**config.mk**
```make
export PLATFORM = sky130hd
export DESIGN_NAME = dma_control_status
export DESIGN_NICKNAME = d
export VERILOG_FILES = /design/src/pkg/dma_ctrl_pkg.sv /design/src/core/burst_limit_decode.sv /design/src/core/dma_control_status.sv
export SDC_FILE = /design/constraint.sdc
export NUM_CORES = 1
export LEC_CHECK = 0
export BUFFER_PORTS_ARGS = -buffer_cell sky130_fd_sc_hd__buf_2
export CORE_MARGIN = 2
export CORE_UTILIZATION = 43
export CTS_CLUSTER_DIAMETER = 80
export DETAILED_ROUTE_END_ITERATION = 10
export HOLD_SLACK_MARGIN = 0.06
export PLACE_DENSITY = 0.93
export SYNTH_ARGS = -nofsm -noshare
export SYNTH_HDL_FRONTEND = slang
export SYNTH_SLANG_ARGS = --single-unit
```
**constraint.sdc**
```tcl
create_clock -name i_sys_clk -period 3.3 [get_ports i_sys_clk]
set_input_delay 0.33 -clock i_sys_clk [delete_from_list [all_inputs] [get_ports i_sys_clk]]
set_output_delay 0.33 -clock i_sys_clk [all_outputs]
set_load 0.03 [all_outputs]
```
**src/pkg/dma_ctrl_pkg.sv**
```systemverilog
// Package with register layout and constants for the DMA control block.
package dma_ctrl_pkg;
  localparam int          ADDR_W          = 4;
  localparam logic [3:0]  OFS_CTRL_STATUS = 4'h0;
  localparam logic [31:0] CTRL_RESET      = 32'h0000_0000;
  localparam int B_RX_DONE     = 3;
  localparam int B_RX_KICK     = 4;
  localparam int B_TX_DONE     = 11;
  localparam int B_TX_KICK     = 12;
  localparam int B_TX_ACTIVE   = 15;
  localparam int B_RSVD_RW     = 16;
  localparam int B_INV_OFF     = 18;
  localparam int B_UPD_OFF     = 19;
  localparam int B_BURST_LO    = 20;
  localparam int B_BURST_HI    = 22;
  localparam int B_TGT_ABORT   = 30;
  localparam int B_MST_ABORT   = 31;
  localparam logic [2:0] BURST_MIN     = 3'h1;
  localparam logic [2:0] BURST_MAX     = 3'h5;
  localparam logic [2:0] BURST_DEFAULT = 3'h1;
  localparam logic [31:0] READ_ZERO    = 32'h0000_0000;
endpackage

```
**src/core/burst_limit_decode.sv**
```systemverilog
// Maps the programmed fragment burst field onto a legal burst count.
`timescale 1ns/10ps
module burst_limit_decode
  import dma_ctrl_pkg::*;
(
  input  wire logic [2:0] i_field,
  output logic      [2:0] o_burst
);
  import dma_ctrl_pkg::*;

  // Values outside one to five fall back to one.
  always_comb begin
    if (i_field >= BURST_MIN && i_field <= BURST_MAX) begin
      o_burst = i_field;
    end else begin
      o_burst = BURST_DEFAULT;
    end
  end
endmodule

```
**src/core/dma_control_status.sv**
```systemverilog
// DMA control and status register with Avalon-MM slave access.
// Contract
// Receive done bit mirrors interrupt flag.
// Receive done clears on start or acknowledge.
// Receive kick resets receive poll timer.
// Receive kick self-clears after acting.
// Transmit done mirrors flag, clears on acknowledge.
// Transmit kick resets timer, fetches, self-clears.
// Transmit active bit follows transmit DMA.
// Host waits for idle before transmit reset.
// Host writes one to bit sixteen.
// Invalidate-off forbids memory write invalidate.
// Update-off stops descriptor done update, poll.
// Update-on updates and polls done flag.
// Burst field sets fragment entries per fetch.
// Burst outside one-to-five acts as one.
// Host sets burst to typical fragment count.
// Target abort latches and halts DMA.
// Target abort cleared only by chip reset; the code also clears it on i_abort_clear.
// Master abort latches and blocks DMA.
// Master abort cleared only by chip reset; the code also clears it on i_abort_clear.
// Host writes reserved bits as zero.
// Register resets zero; 16/32-bit access.
// Zero kicks ignored; kicks read zero.
//
// Our own choice: register access over Avalon-MM.
`timescale 1ns/10ps
module dma_control_status
  import dma_ctrl_pkg::*;
(
  input  wire logic                           i_sys_clk,
  input  wire logic                           i_rst_b,
  input  wire logic [dma_ctrl_pkg::ADDR_W-1:0] i_avs_address,
  input  wire logic                           i_avs_read,
  input  wire logic                           i_avs_write,
  input  wire logic [31:0]                    i_avs_writedata,
  input  wire logic [3:0]                     i_avs_byteenable,
  output logic      [31:0]                    o_avs_readdata,
  output logic                                o_avs_waitrequest,
  output logic      [1:0]                     o_avs_response,
  input  wire logic                           i_rx_done_flag,
  input  wire logic                           i_tx_done_flag,
  input  wire logic                           i_tx_active,
  input  wire logic                           i_target_abort_evt,
  input  wire logic                           i_master_abort_evt,
  input  wire logic                           i_abort_clear,
  output logic                                o_rx_poll_kick,
  output logic                                o_tx_poll_kick,
  output logic                                o_invalidate_write_off,
  output logic                                o_tx_descriptor_update_off,
  output logic      [2:0]                     o_tx_fragment_burst,
  output logic                                o_dma_halt
);
  import dma_ctrl_pkg::*;

  localparam logic [1:0] RESP_OK  = 2'h0;
  localparam logic [1:0] RESP_ERR = 2'h2;

  typedef enum logic [1:0] {
    ST_IDLE = 2'b01,
    ST_ACK  = 2'b10
  } bus_state_type;

  ////////////////////////////////////////////////////////////////////////////
  // State and next-value signals.
  bus_state_type state_r,      state_nxt;
  logic [31:0]   rdata_r,      rdata_nxt;
  logic [1:0]    resp_r,       resp_nxt;
  logic          wait_r,       wait_nxt;
  logic          rx_done_r,    rx_done_nxt;
  logic          tx_done_r,    tx_done_nxt;
  logic          tx_act_r,     tx_act_nxt;
  logic          rsvd_r,       rsvd_nxt;
  logic          inv_off_r,    inv_off_nxt;
  logic          upd_off_r,    upd_off_nxt;
  logic [2:0]    burst_fld_r,  burst_fld_nxt;
  logic [2:0]    burst_r,      burst_nxt;
  logic [2:0]    burst_dec;
  logic          tgt_abort_r,  tgt_abort_nxt;
  logic          mst_abort_r,  mst_abort_nxt;
  logic          rx_kick_r,    rx_kick_nxt;
  logic          tx_kick_r,    tx_kick_nxt;
  logic          halt_r,       halt_nxt;
  logic          hit;
  logic          wr_take;
  logic          rd_take;

  ////////////////////////////////////////////////////////////////////////////
  // Address decode and write byte-lane helpers.
  function automatic logic lane_bit(input logic [31:0] d,
                                    input logic [3:0]  be,
                                    input int          pos,
                                    input logic        old);
    lane_bit = be[pos/8] ? d[pos] : old;
  endfunction

  // Only one register exists; any other word answers with an error.
  assign hit     = (i_avs_address == OFS_CTRL_STATUS);
  assign rd_take = (state_r == ST_IDLE) && i_avs_read;
  assign wr_take = (state_r == ST_IDLE) && i_avs_write && hit;

  // The decode of the burst field lives in its own small module.
  burst_limit_decode u_burst (
    .i_field (burst_fld_r),
    .o_burst (burst_dec)
  );

  function automatic logic [31:0] pack_reg(input logic rxd,
                                           input logic txd,
                                           input logic act,
                                           input logic rsv,
                                           input logic inv,
                                           input logic upd,
                                           input logic [2:0] bst,
                                           input logic ta,
                                           input logic ma);
    logic [31:0] v;
    v = READ_ZERO;
    v[B_RX_DONE]   = rxd;
    v[B_TX_DONE]   = txd;
    v[B_TX_ACTIVE] = act;
    v[B_RSVD_RW]   = rsv;
    v[B_INV_OFF]   = inv;
    v[B_UPD_OFF]   = upd;
    v[B_BURST_HI:B_BURST_LO] = bst;
    v[B_TGT_ABORT] = ta;
    v[B_MST_ABORT] = ma;
    pack_reg = v; // Kick bits and reserved bits other than bit 16 read as zero.
  endfunction

  ////////////////////////////////////////////////////////////////////////////
  // Bus handshake: a request is taken in idle, answered one cycle later.
  always_comb begin
    state_nxt = state_r;
    rdata_nxt = rdata_r;
    resp_nxt  = resp_r;
    wait_nxt  = 1'b1;
    case (state_r)
      ST_IDLE: begin
        if (i_avs_read || i_avs_write) begin
          state_nxt = ST_ACK;
          wait_nxt  = 1'b0;
          resp_nxt  = hit ? RESP_OK : RESP_ERR;
          rdata_nxt = (rd_take && hit) ?
                      pack_reg(rx_done_r, tx_done_r, tx_act_r, rsvd_r,
                               inv_off_r, upd_off_r, burst_fld_r,
                               tgt_abort_r, mst_abort_r) : READ_ZERO;
        end
      end
      ST_ACK: begin
        // Master releases on the edge that saw waitrequest low.
        state_nxt = ST_IDLE;
      end
      default: begin
        state_nxt = ST_IDLE;
      end
    endcase
  end

  always_ff @(posedge i_sys_clk or negedge i_rst_b) begin
    if (!i_rst_b) begin
      state_r <= ST_IDLE;
      rdata_r <= READ_ZERO;
      resp_r  <= RESP_OK;
      wait_r  <= 1'b1;
    end else begin
      state_r <= state_nxt;
      rdata_r <= rdata_nxt;
      resp_r  <= resp_nxt;
      wait_r  <= wait_nxt;
    end
  end

  ////////////////////////////////////////////////////////////////////////////
  // Control fields written by software, status mirrored from the engine.
  // A write is applied when taken; the answer follows a cycle later, which
  // is harmless as the master holds the request until then.
  always_comb begin
    rx_done_nxt   = i_rx_done_flag;
    tx_done_nxt   = i_tx_done_flag;
    tx_act_nxt    = i_tx_active;
    rsvd_nxt      = rsvd_r;
    inv_off_nxt   = inv_off_r;
    upd_off_nxt   = upd_off_r;
    burst_fld_nxt = burst_fld_r;
    burst_nxt     = burst_dec;
    rx_kick_nxt   = 1'b0;
    tx_kick_nxt   = 1'b0;
    if (wr_take) begin
      rsvd_nxt    = lane_bit(i_avs_writedata, i_avs_byteenable, B_RSVD_RW,
                             rsvd_r);
      inv_off_nxt = lane_bit(i_avs_writedata, i_avs_byteenable, B_INV_OFF,
                             inv_off_r);
      upd_off_nxt = lane_bit(i_avs_writedata, i_avs_byteenable, B_UPD_OFF,
                             upd_off_r);
      if (i_avs_byteenable[B_BURST_LO/8]) begin
        burst_fld_nxt = i_avs_writedata[B_BURST_HI:B_BURST_LO];
      end
      // Only a one on an enabled lane issues a kick; zeros do nothing.
      rx_kick_nxt = i_avs_byteenable[B_RX_KICK/8] &&
                    i_avs_writedata[B_RX_KICK];
      tx_kick_nxt = i_avs_byteenable[B_TX_KICK/8] &&
                    i_avs_writedata[B_TX_KICK];
    end
  end

  always_ff @(posedge i_sys_clk or negedge i_rst_b) begin
    if (!i_rst_b) begin
      rx_done_r   <= 1'b0;
      tx_done_r   <= 1'b0;
      tx_act_r    <= 1'b0;
      rsvd_r      <= CTRL_RESET[B_RSVD_RW];
      inv_off_r   <= CTRL_RESET[B_INV_OFF];
      upd_off_r   <= CTRL_RESET[B_UPD_OFF];
      burst_fld_r <= CTRL_RESET[B_BURST_HI:B_BURST_LO];
      burst_r     <= BURST_DEFAULT;
      rx_kick_r   <= 1'b0;
      tx_kick_r   <= 1'b0;
    end else begin
      rx_done_r   <= rx_done_nxt;
      tx_done_r   <= tx_done_nxt;
      tx_act_r    <= tx_act_nxt;
      rsvd_r      <= rsvd_nxt;
      inv_off_r   <= inv_off_nxt;
      upd_off_r   <= upd_off_nxt;
      burst_fld_r <= burst_fld_nxt;
      burst_r     <= burst_nxt;
      rx_kick_r   <= rx_kick_nxt;
      tx_kick_r   <= tx_kick_nxt;
    end
  end

  ////////////////////////////////////////////////////////////////////////////
  // Abort flags: sticky, set wins over clear, chip reset or i_abort_clear clears them.
  // Bus writes have no path here at all, so software cannot clear them.
  always_comb begin
    tgt_abort_nxt = tgt_abort_r;
    mst_abort_nxt = mst_abort_r;
    if (i_abort_clear) begin
      tgt_abort_nxt = 1'b0;
      mst_abort_nxt = 1'b0;
    end
    if (i_target_abort_evt) begin
      tgt_abort_nxt = 1'b1;
    end
    if (i_master_abort_evt) begin
      mst_abort_nxt = 1'b1;
    end
    // Halt follows the next flag values so DMA stops the cycle after.
    halt_nxt = tgt_abort_nxt || mst_abort_nxt;
  end

  always_ff @(posedge i_sys_clk or negedge i_rst_b) begin
    if (!i_rst_b) begin
      tgt_abort_r <= 1'b0;
      mst_abort_r <= 1'b0;
      halt_r      <= 1'b0;
    end else begin
      tgt_abort_r <= tgt_abort_nxt;
      mst_abort_r <= mst_abort_nxt;
      halt_r      <= halt_nxt;
    end
  end

  ////////////////////////////////////////////////////////////////////////////
  // Outputs straight from flip-flops.
  assign o_avs_readdata             = rdata_r;
  assign o_avs_waitrequest          = wait_r;
  assign o_avs_response             = resp_r;
  assign o_rx_poll_kick             = rx_kick_r;
  assign o_tx_poll_kick             = tx_kick_r;
  assign o_invalidate_write_off     = inv_off_r;
  assign o_tx_descriptor_update_off = upd_off_r;
  assign o_tx_fragment_burst        = burst_r;
  assign o_dma_halt                 = halt_r;
endmodule

```
# After elaboration in Yosys (flattened, before gate mapping)
# Index checks and enable logic that the tools add are counted.
# word_totals
reg_bits	54
wordCells	46
# op_classes
order_cmp	2
n_eq_ne	2
n_mux	13
n_reduce_logical	12
# ops
operator	count
$mux 32	1
$mux 1	8
$logic_and 1x1->1	7
$mux 2	3
$logic_not 4->1	1
$reduce_and 2->1	2
$ge 3x1->1 const B	1
$le 3x3->1 const B	1
$mux 3	1
$eq 2x1->1 const B	1
$logic_or 1x1->1	2
$ne 2x1->1 const B	1

# Longest topological paths before layout
# depth
depth_word	4
depth_mapped	4
mapped_depth_nobuf	3

# Modules after synthesis
# From an unflattened synthesis, not the netlist that was laid out.
# hier_totals
hier_cells	93
hier_area_um2	1313.8
# modules_own_cells
mod	n_inst	cells_per_inst	area_per_inst_um2	seq_area_each_um2
dma_control_status	1	90	1293.7	804.5
burst_limit_decode	1	3	20.0	0.0

# Worst setup path before layout
# No wires, ideal clock.
# synth_timing
kind	reg-to-reg
startpoint	register state_r[0]
endpoint	register burst_fld_r[0]
setup_ns	0.125
t_arrival_ns	1.263
t_required_ns	3.175
setup_slack_ns	1.912
path_stages_with_launch	5
period_less_slack_ns	1.388
path_cell_list	dfstp_2 > and2b_1 > and4_1 > buf_6 > mux2_4
# synth_between
elab_chain_cells	4
# synth_lines
element	line_no	text
start, declared	dma_control_status.sv:66	bus_state_type state_r, state_nxt;
start signal, assigned	dma_control_status.sv:167	state_r <= state_nxt;
$eq 2x1->1	dma_control_status.sv:100	assign wr_take = (state_r == ST_IDLE) && i_avs_write && hit;
$logic_and 1x1->1 (2 in series)	dma_control_status.sv:100	
$reduce_and 2->1 (no source line)	--	
end signal, assigned	dma_control_status.sv:215	burst_fld_r <= CTRL_RESET[B_BURST_HI:B_BURST_LO];
end signal, assigned	dma_control_status.sv:226	burst_fld_r <= burst_fld_nxt;
end, declared	dma_control_status.sv:76	logic [2:0] burst_fld_r, burst_fld_nxt;
# No other way between the ends.
# A chain may end at the register's enable or synchronous reset.

# Worst setup path in the final report
# layout_timing
startpoint	register state_r[0]
endpoint	register rsvd_r
# layout_between
elab_chain_cells	4
# layout_lines
element	line_no	text
$eq 2x1->1	dma_control_status.sv:100	
$logic_and 1x1->1 (2 in series)	dma_control_status.sv:100	
$reduce_and 2->1 (no source line)	--	
end signal, assigned	dma_control_status.sv:212	rsvd_r <= CTRL_RESET[B_RSVD_RW];
end signal, assigned	dma_control_status.sv:223	rsvd_r <= rsvd_nxt;
end, declared	dma_control_status.sv:73	logic rsvd_r, rsvd_nxt;
# No other way between the ends.

==> flow_metrics.env <==
export IMPL_max_freq_mhz=612
export IMPL_synth_top_area_frac=0.551
export IMPL_grt_max_degree=33
export IMPL_htree_levels=2
export IMPL_power_share_clock=0.281
export IMPL_hp_class="primary input to register"
export IMPL_fin_crit_ns=1.64
export IMPL_leakage_nw=0.887
export IMPL_grt_first_pass_wirelength_um=3490
export IMPL_synth_area_mm2=0.00132
export IMPL_cts_setup_buffers=0
export IMPL_drtPass1Iterations=4
export IMPL_clk_pin_slew_worst_paths_ns=0.09
export IMPL_finalSetupViolCount=0
export IMPL_slew_viol_final=0
export IMPL_grt_ovfl_total=0
export IMPL_yosysWarnings=0
export IMPL_drc_errors=0
export IMPL_synthTopCellsByArea="dfrtp_1 55%, buf_4 13%, a22o_1 7.3%"
export IMPL_drtIter0Drc=6
export IMPL_wl_per_cell_um=12.7
export IMPL_switchingPower_mw=0.316
export IMPL_worst_path_max_fanout=6
export IMPL_antenna_found_initial=0
export IMPL_crit_type="register to register"
export IMPL_dieArea_mm2=0.00352
export IMPL_post_route_cells_drive_above_1_share=0.438
export IMPL_crit_required_ns=3.51
export IMPL_area_growth_syn_to_layout_pct=18.6
export IMPL_hold_violations=0
export IMPL_first_global_vias=798
export IMPL_cts_buffers=5
export IMPL_yosys_area_top_type="dfrtp_1"
export IMPL_cts_root_buffer="clkbuf_4"
export IMPL_crit_path_end_kind="register"
export IMPL_synth_seq_cells=32
export IMPL_clock_sinks=32
export IMPL_die_h_um=59.3
export IMPL_fp_row_count=20
export IMPL_place_area_mm2=0.00148
export IMPL_initial_core_util=0.442
export IMPL_comb_power_share=0.241
export IMPL_start_kind="register"
export IMPL_crit_arrival_ns=1.85
export IMPL_swShare=0.312
export IMPL_synth_cells=94
export IMPL_grt_setup_unrepaired="false"
export IMPL_io_pin_count=93
export IMPL_syn_avg_cell_area_um2=14.0
export IMPL_antenna_cells=0
export IMPL_design_area_mm2=0.00156
export IMPL_grtUsageTotal=0.141
export IMPL_fin_ws_ns=1.66
export IMPL_ir_drop_mv=0.230
export IMPL_pwr_share_seq=0.478
export IMPL_dp_slack_ns=1.56
export IMPL_fin_skew_ns=0.00778
export IMPL_min_period_over_period=0.496
export IMPL_total_power_mw=1.01
export IMPL_status="finished clean"
export IMPL_avgViaCountPerCell=4.53
export IMPL_gp_congestion=0.774
export IMPL_clockBufferDepth=2
export IMPL_p_int_mw=0.695
export IMPL_maxCapViolCount=0
export IMPL_cts_tree="done"
export IMPL_ys_types=19
export IMPL_tightestPinTransition_ns=1.04
export IMPL_port_buffers=45
export IMPL_ys_seq_area_frac=0.611
export IMPL_hpwl_um=1630
export IMPL_whs_ns=0.111
export IMPL_clkLatencyLatePin_ns=0.32
export IMPL_num_vias=801
export IMPL_die_w_um=59.3
export IMPL_ant_nets=0
export IMPL_core_mm2=0.00298
export IMPL_fin_setup_tns_ns=0
export IMPL_cellPowerDensity_mw_per_mm2=647
export IMPL_wl_um=2250
export IMPL_final_net_count=193
export IMPL_max_slew_margin=0.302
routing by layer:
layer	wire length [um]	vias to the layer above	GRT usage
met5	0	-	0
met4	52	0	0.0844
met3	147	7	0.0480
met2	1140	39	0.235
met1	906	379	0.154
li1	-	376	-
cells in the mapped netlist:
| library cell | number |
|---|---|
| and2b_1 | 1 |
| inv_1 | 3 |
| a21o_1 | 2 |
| and3_1 | 4 |
| buf_6 | 1 |
| and4_1 | 1 |
| buf_2 | 2 |
| buf_4 | 22 |
| or2_2 | 1 |
| dfrtp_1 | 29 |
| nor2b_1 | 2 |
| mux2_4 | 6 |
| o21bai_1 | 1 |
| dfstp_2 | 3 |
| nor4_4 | 1 |
| mux2i_1 | 1 |
| a22o_1 | 11 |
| o21ai_0 | 2 |
| conb_1 | 1 |
layout by cell type, fill, tap and decap left out, types with 2 or more instances in the layout:
master / instances
buf_2: 45
dfrtp_1: 29
conb_1: 22
a22o_1: 11
mux2_4: 6
clkbuf_4: 5
and3_1: 4
inv_1: 3
dfstp_2: 3
a21o_1: 2
nor2b_1: 2
path summary, 6_finish.rpt:
kind | from | end | slack [ns] | cells past startpoint
min | i_tx_done_flag | tx_done_r | 0.11 | 1
max | state_r[0] | rsvd_r | 1.66 | 3
max reg2reg | state_r[0] | rsvd_r | 1.66 | 3
max in group asynchronous | i_rst_b | o_rx_poll_kick | 2.28 | 2
min in group asynchronous | i_rst_b | o_avs_readdata[18] | 0.59 | 2
min reg2reg | tx_act_r | o_avs_readdata[15] | 0.47 | 1
registers in the layout (all words and copies together), names as in the netlist, 2 cells and up:
| signal | cells |
|---|---|
| burst_fld_r | 3 |
| o_avs_readdata | 11 |
| o_tx_fragment_burst | 3 |
| state_r | 2 |
power by group through the flow:
stage                     Combinational [mW]  Sequential [mW]  Clock [mW]
after floorplan                        0.131            0.554           0
after global placement                 0.239            0.490           0
after detailed placement               0.244            0.493           0
after CTS                              0.246            0.485       0.289
after global routing                   0.262            0.491       0.306
final                                  0.243            0.483       0.284
cell families after synthesis:
| family | share of synthesized area |
|---|---|
| buffers and inverters | 0.150 |
| flip-flops | 0.611 |
| multiplexers | 0.0760 |
| other | 0.00285 |
| AND/OR/NAND/NOR | 0.0618 |
| AO/OA/AOI/OAI | 0.0979 |
timing repair:
| item | in CTS | in global routing |
|---|---|---|
| hold buffers | 1 | 0 |
| resized for setup | 0 | 0 |
| hold endpoints to repair | 29 | 0 |
| endpoints found under the setup margin | 0 | 0 |
metrics by stage:
step,util,instances
2_1_floorplan,-,115
3_3_place_gp,0.495,168
3_5_place_dp,0.495,168
4_1_cts,0.524,177
5_1_grt,0.524,177
6_report,0.524,177
layout make-up:
type | count | area (um2)
clock buffer | 6 | 41.3
clock inverter | 2 | 35.0
fill | 271 | 1420
inverter | 3 | 11.3
multi-input combinational | 55 | 393
sequential | 32 | 805
tap | 33 | 41.3
timing repair buffer | 46 | 235
worst max-delay path, stage by stage, from the launching register on:
cell	delay [ns]
dfstp_2	0.52
and2b_1	0.16
and4_1	0.50
mux2_4	0.34
No activity file was read; power rests on OpenSTA's default activity.
